### src/hdl/rgb_params.svh
// Constants of the RGMII DDR/SDR bridge
`ifndef RGB_PARAMS_SVH
`define RGB_PARAMS_SVH

// ****************************************
// Clock and transmit clock half periods
// ****************************************
`define RGB_CLK_NS        25
`define RGB_HALF_1000_NS  4
`define RGB_HALF_100_NS   20
`define RGB_HALF_10_NS    200
`define RGB_CYC(ns)       (((ns) / `RGB_CLK_NS) < 1 ? 1 : ((ns) / `RGB_CLK_NS))
`define RGB_HALF_1000_CYC `RGB_CYC(`RGB_HALF_1000_NS)
`define RGB_HALF_100_CYC  `RGB_CYC(`RGB_HALF_100_NS)
`define RGB_HALF_10_CYC   `RGB_CYC(`RGB_HALF_10_NS)

// ****************************************
// Pin positions in the dedicated pin group
// ****************************************
`define RGB_PIN_TXD_LO    0
`define RGB_PIN_TXCLK     4
`define RGB_PIN_TXCTL     5
`define RGB_PIN_RXCLK     6
`define RGB_PIN_RXCTL     7
`define RGB_PIN_RXD_LO    8
`define RGB_NPINS         12
`define RGB_TX_PIN_MASK   12'h03f
`define RGB_RX_PIN_MASK   12'hfc0

// ****************************************
// Reset speed and transmit clock delay line depth
// ****************************************
`define RGB_RST_SPEED     2'h0
`define RGB_DLY_DEPTH     3

`endif

### src/hdl/rgb_pkg.sv
// Types of the RGMII DDR/SDR bridge
package rgb_pkg;

  typedef enum logic [1:0] {
    RGB_SPD_1000 = 2'b00,
    RGB_SPD_100  = 2'b01,
    RGB_SPD_10   = 2'b10
  } rgb_speed_e;

  typedef struct packed {
    logic [7:0] data;
    logic       valid;
    logic       err;
  } rgb_word_s;

endpackage

### src/hdl/rgb_sync.sv
// Three-stage input synchroniser with agreement filter
module rgb_sync #(
  parameter int W = 1
) (
  // Clock and reset
  input  wire logic         clk,
  input  wire logic         rst,
  // Asynchronous input and filtered level
  input  wire logic [W-1:0] d,
  output logic      [W-1:0] q
);

  logic [W-1:0] s1_q;
  logic [W-1:0] s2_q;
  logic [W-1:0] s3_q;

  always_ff @(posedge clk) begin
    if (rst) begin
      s1_q <= '0;
      s2_q <= '0;
      s3_q <= '0;
    end else begin
      s1_q <= d;
      s2_q <= s1_q;
      s3_q <= s2_q;
    end
  end

  // A change counts once the second and third stages agree
  for (genvar i = 0; i < W; i++) begin : g_bit
    always_ff @(posedge clk) begin
      if (rst) begin
        q[i] <= 1'b0;
      end else if (s2_q[i] == s3_q[i]) begin
        q[i] <= s3_q[i];
      end
    end
  end

endmodule

### src/hdl/rgb_bridge.sv
// RGMII double-rate pin bridge to single-rate tile port words
//
// What this block does
// RULE1 - When bridge enabled, dedicated pins leave GPIO use and bridge drives them.
// RULE2 - Convert 4-bit DDR data plus one control wire to 8-bit SDR plus two controls.
// RULE3 - Receive clock with four data bits and control; matching transmit clock likewise.
// RULE4 - Bridge generates transmit clock with selectable delay putting edge out of phase.
// RULE5 - While enabled, dedicated pins serve only the bridge; other pins stay normal.
// RULE6 - Speed switch among 10/100/1000 taken only while valid is low.
// RULE7 - PHY keeps receive clock low while our side is in reset.
// RULE8 - Control carries valid on rising edge, valid xor error on falling edge.
`include "rgb_params.svh"

module rgb_bridge
  import rgb_pkg::*;
#(
  parameter int HALF_1000 = `RGB_HALF_1000_CYC,
  parameter int HALF_100  = `RGB_HALF_100_CYC,
  parameter int HALF_10   = `RGB_HALF_10_CYC,
  parameter int CNT_W     = 8
) (
  // Clock and reset
  input  wire logic                   clk,
  input  wire logic                   rst,
  // Configuration
  input  wire logic                   bridge_en,
  input  wire logic [1:0]             speed_sel,
  input  wire logic [1:0]             tx_clk_dly,
  // Dedicated pins
  input  wire logic [`RGB_NPINS-1:0]  pin_in,
  output logic      [`RGB_NPINS-1:0]  pin_out,
  output logic      [`RGB_NPINS-1:0]  pin_oe_n,
  // General purpose use of the same pins
  input  wire logic [`RGB_NPINS-1:0]  gpio_out,
  input  wire logic [`RGB_NPINS-1:0]  gpio_oe_n,
  output logic      [`RGB_NPINS-1:0]  gpio_in,
  // Tile port side, receive
  output rgb_word_s                   rx_word,
  output logic                        rx_stb,
  // Tile port side, transmit
  input  wire rgb_word_s              tx_word,
  output logic                        tx_take,
  output logic      [1:0]             speed_cur
);

  // ****************************************
  // Pin input synchronisation
  // ****************************************
  logic [`RGB_NPINS-1:0] pin_s;

  rgb_sync #(.W(`RGB_NPINS)) u_sync (
    .clk (clk),
    .rst (rst),
    .d   (pin_in),
    .q   (pin_s)
  );

  // ****************************************
  // Receive path
  // ****************************************
  logic       rxclk_prev_q;
  logic [3:0] rx_lo_q;
  logic       rx_vld_q;
  logic       rx_stb_q;
  rgb_word_s  rx_word_q;

  wire       rxclk_lvl = pin_s[`RGB_PIN_RXCLK];
  wire       rx_ctl    = pin_s[`RGB_PIN_RXCTL];
  wire [3:0] rx_nib    = pin_s[`RGB_PIN_RXD_LO +: 4];
  // Clock held low by the PHY during our reset gives no stray edge [RULE7]
  wire       rx_rise   = bridge_en & rxclk_lvl & ~rxclk_prev_q; // [RULE3]
  wire       rx_fall   = bridge_en & ~rxclk_lvl & rxclk_prev_q;

  always_ff @(posedge clk) begin
    if (rst) begin
      rxclk_prev_q <= 1'b0;
      rx_lo_q      <= 4'h0;
      rx_vld_q     <= 1'b0;
      rx_stb_q     <= 1'b0;
      rx_word_q    <= '0;
    end else begin
      rxclk_prev_q <= rxclk_lvl;
      rx_stb_q     <= rx_fall;
      if (rx_rise) begin
        rx_lo_q  <= rx_nib; // [RULE2]
        rx_vld_q <= rx_ctl; // [RULE8]
      end
      // A fall with no rise before it pairs with a stale low nibble
      if (rx_fall) begin
        rx_word_q.data  <= {rx_nib, rx_lo_q}; // [RULE2]
        rx_word_q.valid <= rx_vld_q; // [RULE8]
        rx_word_q.err   <= rx_vld_q ^ rx_ctl; // [RULE8]
      end
    end
  end

  // ****************************************
  // Transmit clock divider
  // ****************************************
  logic [CNT_W-1:0]          cnt_q;
  logic                      phase_q;
  logic [1:0]                speed_q;
  logic                      tx_vld_q;
  logic [`RGB_DLY_DEPTH-1:0] dly_q;

  // Unused select code falls back to the gigabit half period
  wire [CNT_W-1:0] half_sel =
    (speed_q == RGB_SPD_10)  ? CNT_W'(HALF_10) :
    (speed_q == RGB_SPD_100) ? CNT_W'(HALF_100) : CNT_W'(HALF_1000);
  // Greater-or-equal keeps the divider safe when a shorter half period is loaded
  wire tick     = bridge_en & (cnt_q >= half_sel - CNT_W'(1));
  wire tx_rise  = tick & ~phase_q;
  wire tx_fall  = tick & phase_q;

  always_ff @(posedge clk) begin
    if (rst) begin
      cnt_q   <= '0;
      phase_q <= 1'b0;
    end else begin
      cnt_q   <= tick ? '0 : (bridge_en ? cnt_q + CNT_W'(1) : '0);
      phase_q <= tick ? ~phase_q : (phase_q & bridge_en); // [RULE4]
    end
  end

  // ****************************************
  // Speed switch
  // ****************************************
  // Speed is taken only at a transmit clock fall while valid is low [RULE6]
  wire spd_load = tx_fall & ~tx_vld_q & ~tx_word.valid;

  always_ff @(posedge clk) begin
    if (rst) begin
      speed_q <= `RGB_RST_SPEED;
    end else if (spd_load) begin
      speed_q <= speed_sel; // [RULE6]
    end
  end

  // ****************************************
  // Transmit clock delay line
  // ****************************************
  // Delayed copy of the clock phase for the pin [RULE4]
  // Zero bypasses the line; the pin register adds one more cycle in every case
  wire clk_pin  = (tx_clk_dly == 2'h0) ? phase_q : dly_q[tx_clk_dly - 2'h1];

  always_ff @(posedge clk) begin
    if (rst) begin
      dly_q <= '0;
    end else begin
      dly_q <= {dly_q[`RGB_DLY_DEPTH-2:0], phase_q}; // [RULE4]
    end
  end

  // ****************************************
  // Transmit data path
  // ****************************************
  logic [3:0] tx_hi_q;
  logic       tx_err_q;
  logic [3:0] txd_q;
  logic       txctl_q;
  logic       tx_take_q;

  always_ff @(posedge clk) begin
    if (rst) begin
      tx_hi_q   <= 4'h0;
      tx_err_q  <= 1'b0;
      tx_vld_q  <= 1'b0;
      txd_q     <= 4'h0;
      txctl_q   <= 1'b0;
      tx_take_q <= 1'b0;
    end else begin
      tx_take_q <= tx_rise;
      if (tx_rise) begin
        txd_q    <= tx_word.data[3:0]; // [RULE2]
        tx_hi_q  <= tx_word.data[7:4];
        tx_vld_q <= tx_word.valid;
        tx_err_q <= tx_word.err;
        txctl_q  <= tx_word.valid; // [RULE8]
      end else if (tx_fall) begin
        txd_q   <= tx_hi_q; // [RULE2]
        txctl_q <= tx_vld_q ^ tx_err_q; // [RULE8]
      end
    end
  end

  // ****************************************
  // Pin ownership
  // ****************************************
  logic [`RGB_NPINS-1:0] pin_out_q;
  logic [`RGB_NPINS-1:0] pin_oe_n_q;
  logic [`RGB_NPINS-1:0] gpio_in_q;

  wire [`RGB_NPINS-1:0] br_out  = {6'h00, txctl_q, clk_pin, txd_q};
  // Receive pins stay inputs; transmit pins are driven
  wire [`RGB_NPINS-1:0] br_oe_n = `RGB_RX_PIN_MASK;
  wire [`RGB_NPINS-1:0] mux_out = bridge_en ? br_out : gpio_out; // [RULE1]
  wire [`RGB_NPINS-1:0] mux_oe  = bridge_en ? br_oe_n : gpio_oe_n; // [RULE1]
  // Bridge pins are hidden from general purpose reads [RULE5]
  wire [`RGB_NPINS-1:0] mux_in  = bridge_en ? {`RGB_NPINS{1'b0}} : pin_s;

  always_ff @(posedge clk) begin
    if (rst) begin
      pin_out_q  <= '0;
      pin_oe_n_q <= '1;
      gpio_in_q  <= '0;
    end else begin
      pin_out_q  <= mux_out;
      pin_oe_n_q <= mux_oe;
      gpio_in_q  <= mux_in; // [RULE5]
    end
  end

  assign pin_out   = pin_out_q;
  assign pin_oe_n  = pin_oe_n_q;
  assign gpio_in   = gpio_in_q;
  assign rx_word   = rx_word_q;
  assign rx_stb    = rx_stb_q;
  assign tx_take   = tx_take_q;
  assign speed_cur = speed_q;

endmodule

### config.mk
export PLATFORM = sky130hd
export DESIGN_NAME = rgb_bridge
export DESIGN_NICKNAME = d
export VERILOG_FILES = /design/src/hdl/rgb_pkg.sv /design/src/hdl/rgb_sync.sv /design/src/hdl/rgb_bridge.sv
export VERILOG_INCLUDE_DIRS = /design/src /design/src/hdl
export SDC_FILE = /design/constraint.sdc
export NUM_CORES = 1
export LEC_CHECK = 0
export ABC_AREA = 1
export BUFFER_PORTS_ARGS = -buffer_cell sky130_fd_sc_hd__buf_4
export CORE_MARGIN = 10
export CORE_UTILIZATION = 56
export DETAILED_ROUTE_END_ITERATION = 8
export PLACE_DENSITY = 0.82
export RECOVER_POWER = 25
export SLEW_MARGIN = 15
export SYNTH_ARGS = -nofsm -noshare
export SYNTH_HDL_FRONTEND = slang
export SYNTH_SLANG_ARGS = --single-unit
### constraint.sdc
create_clock -name clk -period 4.5 [get_ports clk]
set_input_delay 0.45 -clock clk [delete_from_list [all_inputs] [get_ports clk]]
set_output_delay 0.45 -clock clk [all_outputs]
set_load 0.05 [all_outputs]
==> results.yml, run 1 <==
global_route:
  grtUsageMet2_pct: 27.96
  grt_max_degree: 64
  antenna_found_initial: 0
  grt_util_met3_pct: 6.029
  global_route_wire_length_before_repair_um: 14450
  top_usage_layer: "met2"
  gr-usage-all-layers_pct: 15.94
  groute.layer.met1.usage_pct: 16.72
  vias_in_the_first_global_route: 3151
  globalRouteOverflowTotal: 0
yosys:
  share_of_yosys_cell_area_claimed_by_the_top_area_cell_type_pct: 61.76
  fraction_of_the_mapped_netlist_area_in_adder_cells_pct: 1.520
  mappedNetlistArea_um2: 4116
  synth_cell_types: 31
  largest_family_of_logic_cells_by_synthesized_area: "simple AND/OR/NAND/NOR gates"
  area_fraction_in_and_or_nand_and_nor_cells_after_synthesis_pct: 15.81
  number_of_enable_type_register_cells_in_the_synthesized_netlist: 0
  synth_top_area_cell: "dfxtp_1"
  synth_seq_cells: 127
  post-synth-top-count-cell: "dfxtp_1"
  syn_area_per_cell_um2: 8.968
  yosys.area_share.xor_xnor_pct: 0.6383
  post_synth_main_area_contributors: "dfxtp_1 62%, nor2_1 7.4%, inv_1 7.3%, nand2_1 4.1%, a21oi_1 3.6%"
  synthFlopType: "dfxtp_1"
  synth_cells: 459
  synth.yosys.seq_area_share_pct: 61.76
  async_reset_ff_share_pct: 0
  ys_top_cells_by_count: "127 x dfxtp_1, 81 x nor2_1, 80 x inv_1, 45 x nand2_1, 30 x a21oi_1"
  synth_compound_area_share_pct: 10.61
  synth_mux_area_share_pct: 0
  ys.warnings.count: 0
pwr:
  clock_power_share_pct: 48.7
  pwr_density_cell_nw_per_um2: 482.0
  p_seq_share_pct: 44.3
  power_frac_comb_pct: 7.0
  p_int_uw: 2034
  power_switching_share_pct: 23.28
  total_switching_power_uw: 617.1
  power.leakage_uw: 0.002517
  vdd_drop_max_mv: 0.3180
routing:
  routed-via-count: 3205
  route.final.wire_length_um: 9044
  firstDrtPassIters: 5
  routed_wire_length_per_instance_um: 13.30
  vias_per_cell: 4.713
  drt_first_iter_violations: 124
  postRouteAntennaNets: 0
  drt_drc_violations_left: 0
timing:
  finalMaxSlewViolations: 0
  max_clock_freq_ghz: 0.5610
  clock-skew-final_ps: 8.593
  fin_crit_sh_pct: 39.61
  timing.setup.tns_ps: 0
  hold_violations: 0
  slew_headroom_pct: 55.66
  rsz0062_at_grt: "no"
  finalSetupViolations: 0
  slew_at_the_pin_closest_to_its_max_slew_limit_ps: 665.2
  period_needed_ps: 1782
clock_network:
  cts_resizes: 0
  cts_clk_pin_slew_worst_paths_ps: 60
  clock_latency_ps: 510
  cts-buffers-inserted: 17
  clock-sinks: 127
  cts-root-to-sink-buffers: 2
  ctsRootBufferMaster: "clkbuf_8"
  ctsHtreeMaxLevel: 4
  cts_post_setup_buffers_inserted: 0
  clock_tree_from_tritoncts: "done"
  postCtsHoldBufs: 0
placement:
  hpwl_detailed_um: 6092
  number_of_cells_in_the_design_after_placement: 648
  replace_congestion: 0.7720
  buffer_ports.inserted: 102
floorplan:
  floorplan.die.height_um: 105.7
  die_width_um: 105.7
  initial_utilization_pct: 57.06
  rows: 31
  fp.coreArea_um2: 7214
  die_area_um2: 11180
  num_ports: 103
critical_path:
  worst_reg2reg_path_endpoint: "txd_q[3]"
  critPathKind: "flop to flop"
  crit_path_end_kind: "flop"
  r2r_cells: 13
  timing.critical_path.required_ps: 4910
  slack_of_the_worst_reg_to_reg_path_ps: 2720
  worst_reg2reg_startpoint: "speed_cur[1]"
  critPathLaunchType: "flop"
  critical_path.max_fanout: 7
  worst_ep_arrival_time_ps: 2190
final_layout:
  final-instance-count-excl-fill: 680
  nFillCells: 510
  area_growth_syn_to_layout_pct: 33.62
  layout-drive-gt1-share_pct: 26.68
  antenna-diode-count: 0
  final_net_count: 626
run:
  timing.max_cap.violations: 0
min_path:
  min_delay_worst_endpoint: "pin_oe_n[7]"
  hold_start: "gpio_oe_n[7]"
  holdPathStages: 2
  hold_class: "primary input to flop"
run_status:
  status: "complete, no violations"
==> worst max path at each step <==
stage               cells past startpoint  slack [ps]    startpoint         end
finish                                 13        2720  speed_cur[1]    txd_q[3]
CTS                                    13        2730  speed_cur[1]    txd_q[3]
floorplan                              13        2560  speed_cur[1]    txd_q[3]
detailed placement                      4        2590           rst  rx_word[0]
global placement                        4        2630           rst  rx_word[0]
global route                           13        2530  speed_cur[1]    txd_q[3]
==> state kept, by name, indices dropped and copies added (netlist names), 2 cells and up <==
signal	count
speed_cur	2
rx_word	10
cnt_q	8
u_sync.s1_q	12
u_sync.s2_q	12
rx_lo_q	4
u_sync.q	12
pin_out	12
txd_q	4
gpio_in	12
dly_q	3
tx_hi_q	4
pin_oe_n	12
u_sync.s3_q	12
==> metrics by stage <==
step           utilization [%]  area [µm²]  power (µW)  hold slack (ps)  setup slack [ps]
4_1_cts                  76.24        5500        2666            108.5              2731
2_1_floorplan                -        4128        1315            388.3              2557
3_5_place_dp             68.35        4931        1384            392.7              2587
6_report                 76.24        5500        2651            122.6              2718
3_3_place_gp             68.35        4931        1378            389.5              2627
5_1_grt                  76.24        5500        2736            107.7              2527
==> final cells by class <==
cell class	instances	area (µm²)	share of cell area [%]
clock inverter	13	137.6	2.502
tap	99	123.9	2.252
multi-input combinational	238	1191	21.66
inverter	82	307.8	5.596
clock buffer	19	431.7	7.848
sequential	127	2542	46.22
timing repair buffer	102	765.7	13.92
==> layout by cell type (no fill, tap or decap) <==
cell,instances
a21oi_1,30
clkbuf_1,1
a211oi_1,11
a21oi_2,4
xnor2_1,2
conb_1,4
nor3_1,1
inv_1,80
a32o_1,1
nand2_1,45
o21ai_0,24
clkbuf_16,16
nand2_2,3
ha_1,5
nor2_8,1
nor2_1,81
clkinv_2,4
nand3_2,3
clkbuf_8,2
inv_6,2
dfxtp_1,127
clkinvlp_4,3
nand4_1,1
nor2_4,1
nor3_4,1
or2_1,1
o21ai_1,6
inv_2,2
o311ai_0,1
bufinv_16,2
xor2_1,1
nand3_1,4
buf_4,102
nor2_2,1
clkinv_4,2
or2_2,6
==> kinds of logic after synthesis <==
logic type	Yosys count
flops	127
buf+inv	97
other cells	1
simple gates	149
xor+xnor	3
fa+ha+maj	5
compound gates	77
==> per-layer routing <==
metal / up-vias / wire [µm]
li1: 1629 / -
met1: 1448 / 3585
met2: 112 / 4699
met3: 16 / 608
met4: 0 / 151
met5: - / 0
==> power groups by stage <==
stage	clock network, µW	logic, µW	registers, µW
finish	1290	186	1180
floorplan	0	73.4	1240
global route	1350	203	1180
global placement	0	181	1200
CTS	1300	187	1180
detailed placement	0	185	1200
==> critical path, cell delays in order (launching register included) <==
cell	delay, ps
dfxtp_1	330
inv_1	50
nor2_1	130
inv_1	80
ha_1	280
nand2_1	50
nand2_1	50
nand2_1	60
nand2_2	120
nand3_2	170
nand2_1	140
nand2_1	60
o21ai_1	110
inv_1	50
(Power assumes the default switching activity.)
==> run 2: changes to the inputs <==
Settings changed: ABC_AREA 1 to 0, CORE_UTILIZATION 56 to 52, PLACE_DENSITY 0.82 to 0.77.
Clock period 4.5 ns to 1.65 ns, I/O delays scaled along.
==> results.yml, run 2 <==
run_status:
  status: "complete, but fails checks"
  violations: "negative setup slack"
timing:
  fin_crit_sh_pct: 110.4
  max_clock_freq_ghz: 0.5489
  slew_at_the_pin_closest_to_its_max_slew_limit_ps: 671.9
  finalSetupViolations: 18
  clock-skew-final_ps: 12.23
  timing.final.ws_setup_ps: -172.0
  slew_headroom_pct: 55.16
  finalMaxSlewViolations: 0
  period_needed_ps: 1822
  rsz0062_at_grt: "yes"
  hold_violations: 0
clock_network:
  ctsRootBufferMaster: "clkbuf_8"
  cts-root-to-sink-buffers: 2
  cts-buffers-inserted: 17
  cts_clk_pin_slew_worst_paths_ps: 60
  clock-sinks: 127
  clock_tree_from_tritoncts: "done"
  clock_latency_ps: 520
  ctsHtreeMaxLevel: 4
  cts_post_setup_buffers_inserted: 0
global_route:
  gr-usage-all-layers_pct: 16.43
  vias_in_the_first_global_route: 3206
  globalRouteOverflowTotal: 0
  global_route_wire_length_before_repair_um: 15240
  grt_max_degree: 111
  antenna_found_initial: 0
pwr:
  clock_power_share_pct: 48.5
  p_seq_share_pct: 43.7
  total_switching_power_uw: 1720
  power_switching_share_pct: 23.46
  pwr_density_cell_nw_per_um2: 1191
  vdd_drop_max_mv: 0.9226
  p_int_uw: 5610
  power.leakage_uw: 0.002649
  power_frac_comb_pct: 7.8
yosys:
  synth_seq_cells: 127
  syn_area_per_cell_um2: 10.53
  mappedNetlistArea_um2: 4129
  async_reset_ff_share_pct: 0
  post_synth_main_area_contributors: "dfxtp_1 62%, nor2b_1 6.4%, mux2i_1 5.3%, a21oi_1 3.2%, nand2_1 3.0%"
  synth.yosys.seq_area_share_pct: 61.58
  ys.warnings.count: 0
  synth_top_area_cell: "dfxtp_1"
  share_of_yosys_cell_area_claimed_by_the_top_area_cell_type_pct: 61.58
  synth_cells: 392
  ys_top_cells_by_count: "127 x dfxtp_1, 42 x nor2b_1, 33 x nand2_1, 26 x a21oi_1, 22 x mux2i_1"
  synth_cell_types: 35
  synthFlopType: "dfxtp_1"
  number_of_enable_type_register_cells_in_the_synthesized_netlist: 0
  post-synth-top-count-cell: "dfxtp_1"
final_layout:
  layout-drive-gt1-share_pct: 28.55
  final_area_um2: 6152
  most_frequent_cells_in_the_layout: "125 x dfxtp_1, 94 x buf_4, 46 x dlygate4sd3_1, 42 x nor2b_1, 33 x nand2_1"
  mostFrequentLayoutCell: "dfxtp_1"
  area_growth_syn_to_layout_pct: 49.00
  final_net_count: 609
  antenna-diode-count: 0
critical_path:
  crit_path_end_kind: "flop"
  timing.critical_path.required_ps: 2090
  worst_ep_arrival_time_ps: 2260
  critPathKind: "flop to flop"
  critical_path.max_fanout: 3
  critPathLaunchType: "flop"
floorplan:
  die_width_um: 109.1
  rows: 32
  die_area_um2: 11910
  floorplan.die.height_um: 109.1
  fp.coreArea_um2: 7727
  initial_utilization_pct: 53.43
  num_ports: 103
routing:
  routed-via-count: 3198
  drt_first_iter_violations: 124
  vias_per_cell: 4.802
  routed_wire_length_per_instance_um: 14.38
  drt_drc_violations_left: 0
  postRouteAntennaNets: 0
  firstDrtPassIters: 4
  route.final.wire_length_um: 9580
placement:
  pre_cts_ws_ps: -204.2
  hpwl_detailed_um: 5780
  buffer_ports.inserted: 102
  dpl-instance-area_um2: 5065
  replace_congestion: 0.7673
min_path:
  hold_class: "primary input to flop"
run:
  timing.max_cap.violations: 0
-- run 2: cell types whose count changed after synthesis, sizes merged, moves of 8 or more --
cell,change
a211oi,-10
a21oi,-8
and2,+18
clkbuf,+10
inv,-75
mux2i,+22
nand2,-15
nand2b,+17
nor2,-64
nor2b,+42
o21ai,-15
or3,+8
-- run 2: cells by family after synthesis --
logic type / count (synthesis) / synth area share, %
AO/OA/AOI/OAI: 57 / 8.151
AND/OR/NAND/NOR: 145 / 18.76
XOR/XNOR: 5 / 1.061
multiplexers: 23 / 5.606
other: 1 / 0.09082
buffers and inverters: 29 / 3.242
flip-flops: 127 / 61.58
adder cells (fa/ha/maj): 5 / 1.515
-- run 2: through the flow --
stage               instances  util, %  setup TNS [ps]  hold slack (ps)  total power, µW
floorplan                 395        -           -1208            263.8             3551
global placement          588    65.54           -1334            344.6             3728
detailed placement        588    65.54           -1638            346.6             3740
CTS                       666    79.55           -1307            3.852             7367
global route              666    79.61           -2812            18.55             7586
finish                    666    79.61           -1567            11.83             7329
-- run 2: worst paths after layout --
check,from,end,slack (ps),depth (start not counted)
max,speed_cur[0],speed_cur[1],-170,8
min,tx_word[3],txd_q[1],10,3
max reg2reg,speed_cur[0],speed_cur[1],-170,8
min reg2reg,u_sync.s1_q[10],u_sync.s2_q[10],430,1
-- run 2: cell type report --
class / count / area (µm²)
clock inverter: 15 / 161.4
fill: 455 / 1575
multi-input combinational: 239 / 1548
timing repair buffer: 159 / 1325
sequential: 127 / 2550
tap: 102 / 127.6
clock buffer: 17 / 414.1
inverter: 7 / 26.28
-- run 2: per-layer routing --
layer	vias to the layer above	global-route usage [%]	routed length, µm
li1	1606	-	-
met4	0	7.345	162
met1	1475	16.81	3681
met3	14	7.493	796
met2	103	28.28	4940
met5	-	0	0
-- run 2: worst max-delay path, stage by stage (launching register included) --
cell      delay (ps)
dfxtp_4          340
nand2b_4         150
inv_2             60
ha_4             260
nor3b_2           40
o211a_1          230
buf_6            130
nor4_4           300
mux2i_1          230
-- run 2: timing repair --
item,4_1_cts,5_1_grt
endpoints found under the setup margin,19,19
hold buffers,46,0
pin swaps,1,2
gates resized for setup,6,1
endpoints found under the hold margin,44,0
-- run 2: power by group through the flow --
stage	Sequential, µW	Combinational [µW]	Clock (µW)
floorplan	3370	177	0
global placement	3260	466	0
detailed placement	3270	475	0
CTS	3200	569	3600
global route	3210	614	3760
finish	3200	572	3560
==> run 3: changes to the inputs <==
Settings changed: BUFFER_PORTS_ARGS -buffer_cell sky130_fd_sc_hd__buf_4 to unset, CORE_UTILIZATION 52 to 25, DONT_BUFFER_PORTS set to 1, PLACE_DENSITY 0.77 to 0.37.
==> results.yml, run 3 (synthesis gave the netlist of run 2 again) <==
clock_network:
  ctsHtreeMaxLevel: 4
  clock_tree_from_tritoncts: "done"
  clock_latency_ps: 410
  clock-sinks: 127
  cts-root-to-sink-buffers: 2
  cts_clk_pin_slew_worst_paths_ps: 50
  ctsRootBufferMaster: "clkbuf_16"
  cts-buffers-inserted: 17
pwr:
  total_switching_power_uw: 1600
  pwr_density_cell_nw_per_um2: 1258
  p_seq_share_pct: 45.4
  vdd_drop_max_mv: 0.7133
  clock_power_share_pct: 50.5
  fin_total_pwr_uw: 7321
  power.leakage_uw: 0.002363
  power_frac_comb_pct: 4.1
  p_int_uw: 5721
  power_switching_share_pct: 21.86
floorplan:
  floorplan.die.height_um: 148.5
  die_width_um: 148.5
  rows: 46
  num_ports: 103
  die_area_um2: 22060
  initial_utilization_pct: 25.71
  fp.coreArea_um2: 16060
final_layout:
  utilization_pct: 36.24
  most_frequent_cells_in_the_layout: "125 x dfxtp_1, 68 x dlygate4sd3_1, 42 x nor2b_1, 33 x nand2_1, 26 x a21oi_1"
  layout-drive-gt1-share_pct: 12.45
  final-instance-count-excl-fill: 706
  mostFrequentLayoutCell: "dfxtp_1"
  final_net_count: 536
  area_growth_syn_to_layout_pct: 40.94
  antenna-diode-count: 0
timing:
  max_clock_freq_ghz: 0.5773
  clock-skew-final_ps: 4.519
  hold_violations: 0
  fin_crit_sh_pct: 105.0
  hold_ws_ps: 30.56
  timing.final.ws_setup_ps: -82.11
  slew_headroom_pct: 46.38
  rsz0062_at_grt: "yes"
  finalSetupViolations: 16
  finalMaxSlewViolations: 0
  slew_at_the_pin_closest_to_its_max_slew_limit_ps: 801.6
  period_needed_ps: 1732
placement:
  hpwl_detailed_um: 6079
  replace_congestion: 0.6909
  buffer_ports.inserted: 0
  pre_cts_ws_ps: -210.1
  number_of_cells_in_the_design_after_placement: 606
min_path:
  holdPathStages: 2
  hold_class: "primary input to flop"
global_route:
  gr-usage-all-layers_pct: 9.315
  antenna_found_initial: 0
  globalRouteOverflowTotal: 0
  vias_in_the_first_global_route: 2986
  global_route_wire_length_before_repair_um: 15780
  grt_max_degree: 85
routing:
  drt_drc_violations_left: 0
  routed_wire_length_per_instance_um: 13.92
  route.final.wire_length_um: 9825
  vias_per_cell: 4.044
  postRouteAntennaNets: 0
  drt_first_iter_violations: 99
  routed-via-count: 2855
  firstDrtPassIters: 4
run_status:
  status: "complete, but fails checks"
  violations: "negative setup slack"
critical_path:
  r2r_cells: 7
  cpMaxStageDelayCell: "or3_4"
  worst_ep_arrival_time_ps: 2020
  critical_path.max_fanout: 7
  crit_chain: "nand2b_4, inv_2, ha_4, nor3b_2, o211a_1, or3_4, mux2i_1"
  slowest_delay_ps: 400
  critPathLaunchType: "flop"
  timing.critical_path.required_ps: 1940
  crit_path_end_kind: "flop"
  critPathKind: "flop to flop"
run:
  timing.max_cap.violations: 0
[run 3: layer usage]
layer  track usage [%]  vias to the layer above  part of all wire, %
met2             14.61                       68                   47
li1                  -                     1453                    -
met3             3.641                       16                  6.2
met4             5.352                        0                  2.4
met1             10.57                     1318                   44
met5                 0                        -                    0
[run 3: through the flow]
| stage | area [µm²] | TNS (ps) |
|---|---|---|
| global placement | 4474 | -1585 |
| floorplan | 4187 | -1208 |
| CTS | 5817 | -1439 |
| finish | 5819 | -857.1 |
| detailed placement | 4474 | -1736 |
| global route | 5819 | -2770 |
[run 3: critical path: cells and delay by family, from the launching register on]
family / cells / cell delay, ps
adder cells (fa/ha/maj): 1 / 260
buffers and inverters: 1 / 50
flip-flops: 1 / 340
multiplexers: 1 / 140
AND/OR/NAND/NOR: 3 / 590
AO/OA/AOI/OAI: 1 / 230
[run 3: power by group through the flow]
stage	registers [µW]	clock network (µW)	logic (µW)
final	3320	3700	299
after detailed placement	3390	0	161
after floorplan	3370	0	177
after CTS	3330	3820	306
after global placement	3390	0	156
after global routing	3330	3950	334
[run 3: area by class of cell]
cell class	count	area, µm²
Clock buffer	22	485.5
Clock inverter	9	106.4
Fill cell	1585	10240
Inverter	7	26.28
Multi-Input combinational cell	239	1545
Sequential cell	127	2550
Tap cell	216	270.3
Timing Repair Buffer	86	835.8
[run 3: worst paths after layout]
check,from,slack (ps),end
worst min register to register,u_sync.s1_q[9],440,u_sync.s2_q[9]
worst max register to register,speed_cur[0],-80,tx_err_q
worst min-delay path,tx_word[2],30,txd_q[0]
worst max-delay path,speed_cur[0],-80,tx_err_q
[run 3: timing repair]
action                                  CTS  global route
resized for setup                         5             1
endpoints found under the hold margin   112             0
endpoints found under the setup margin   17            27
pin swaps                                 3             4
hold buffers                             69             0
buffers inserted                          0             0
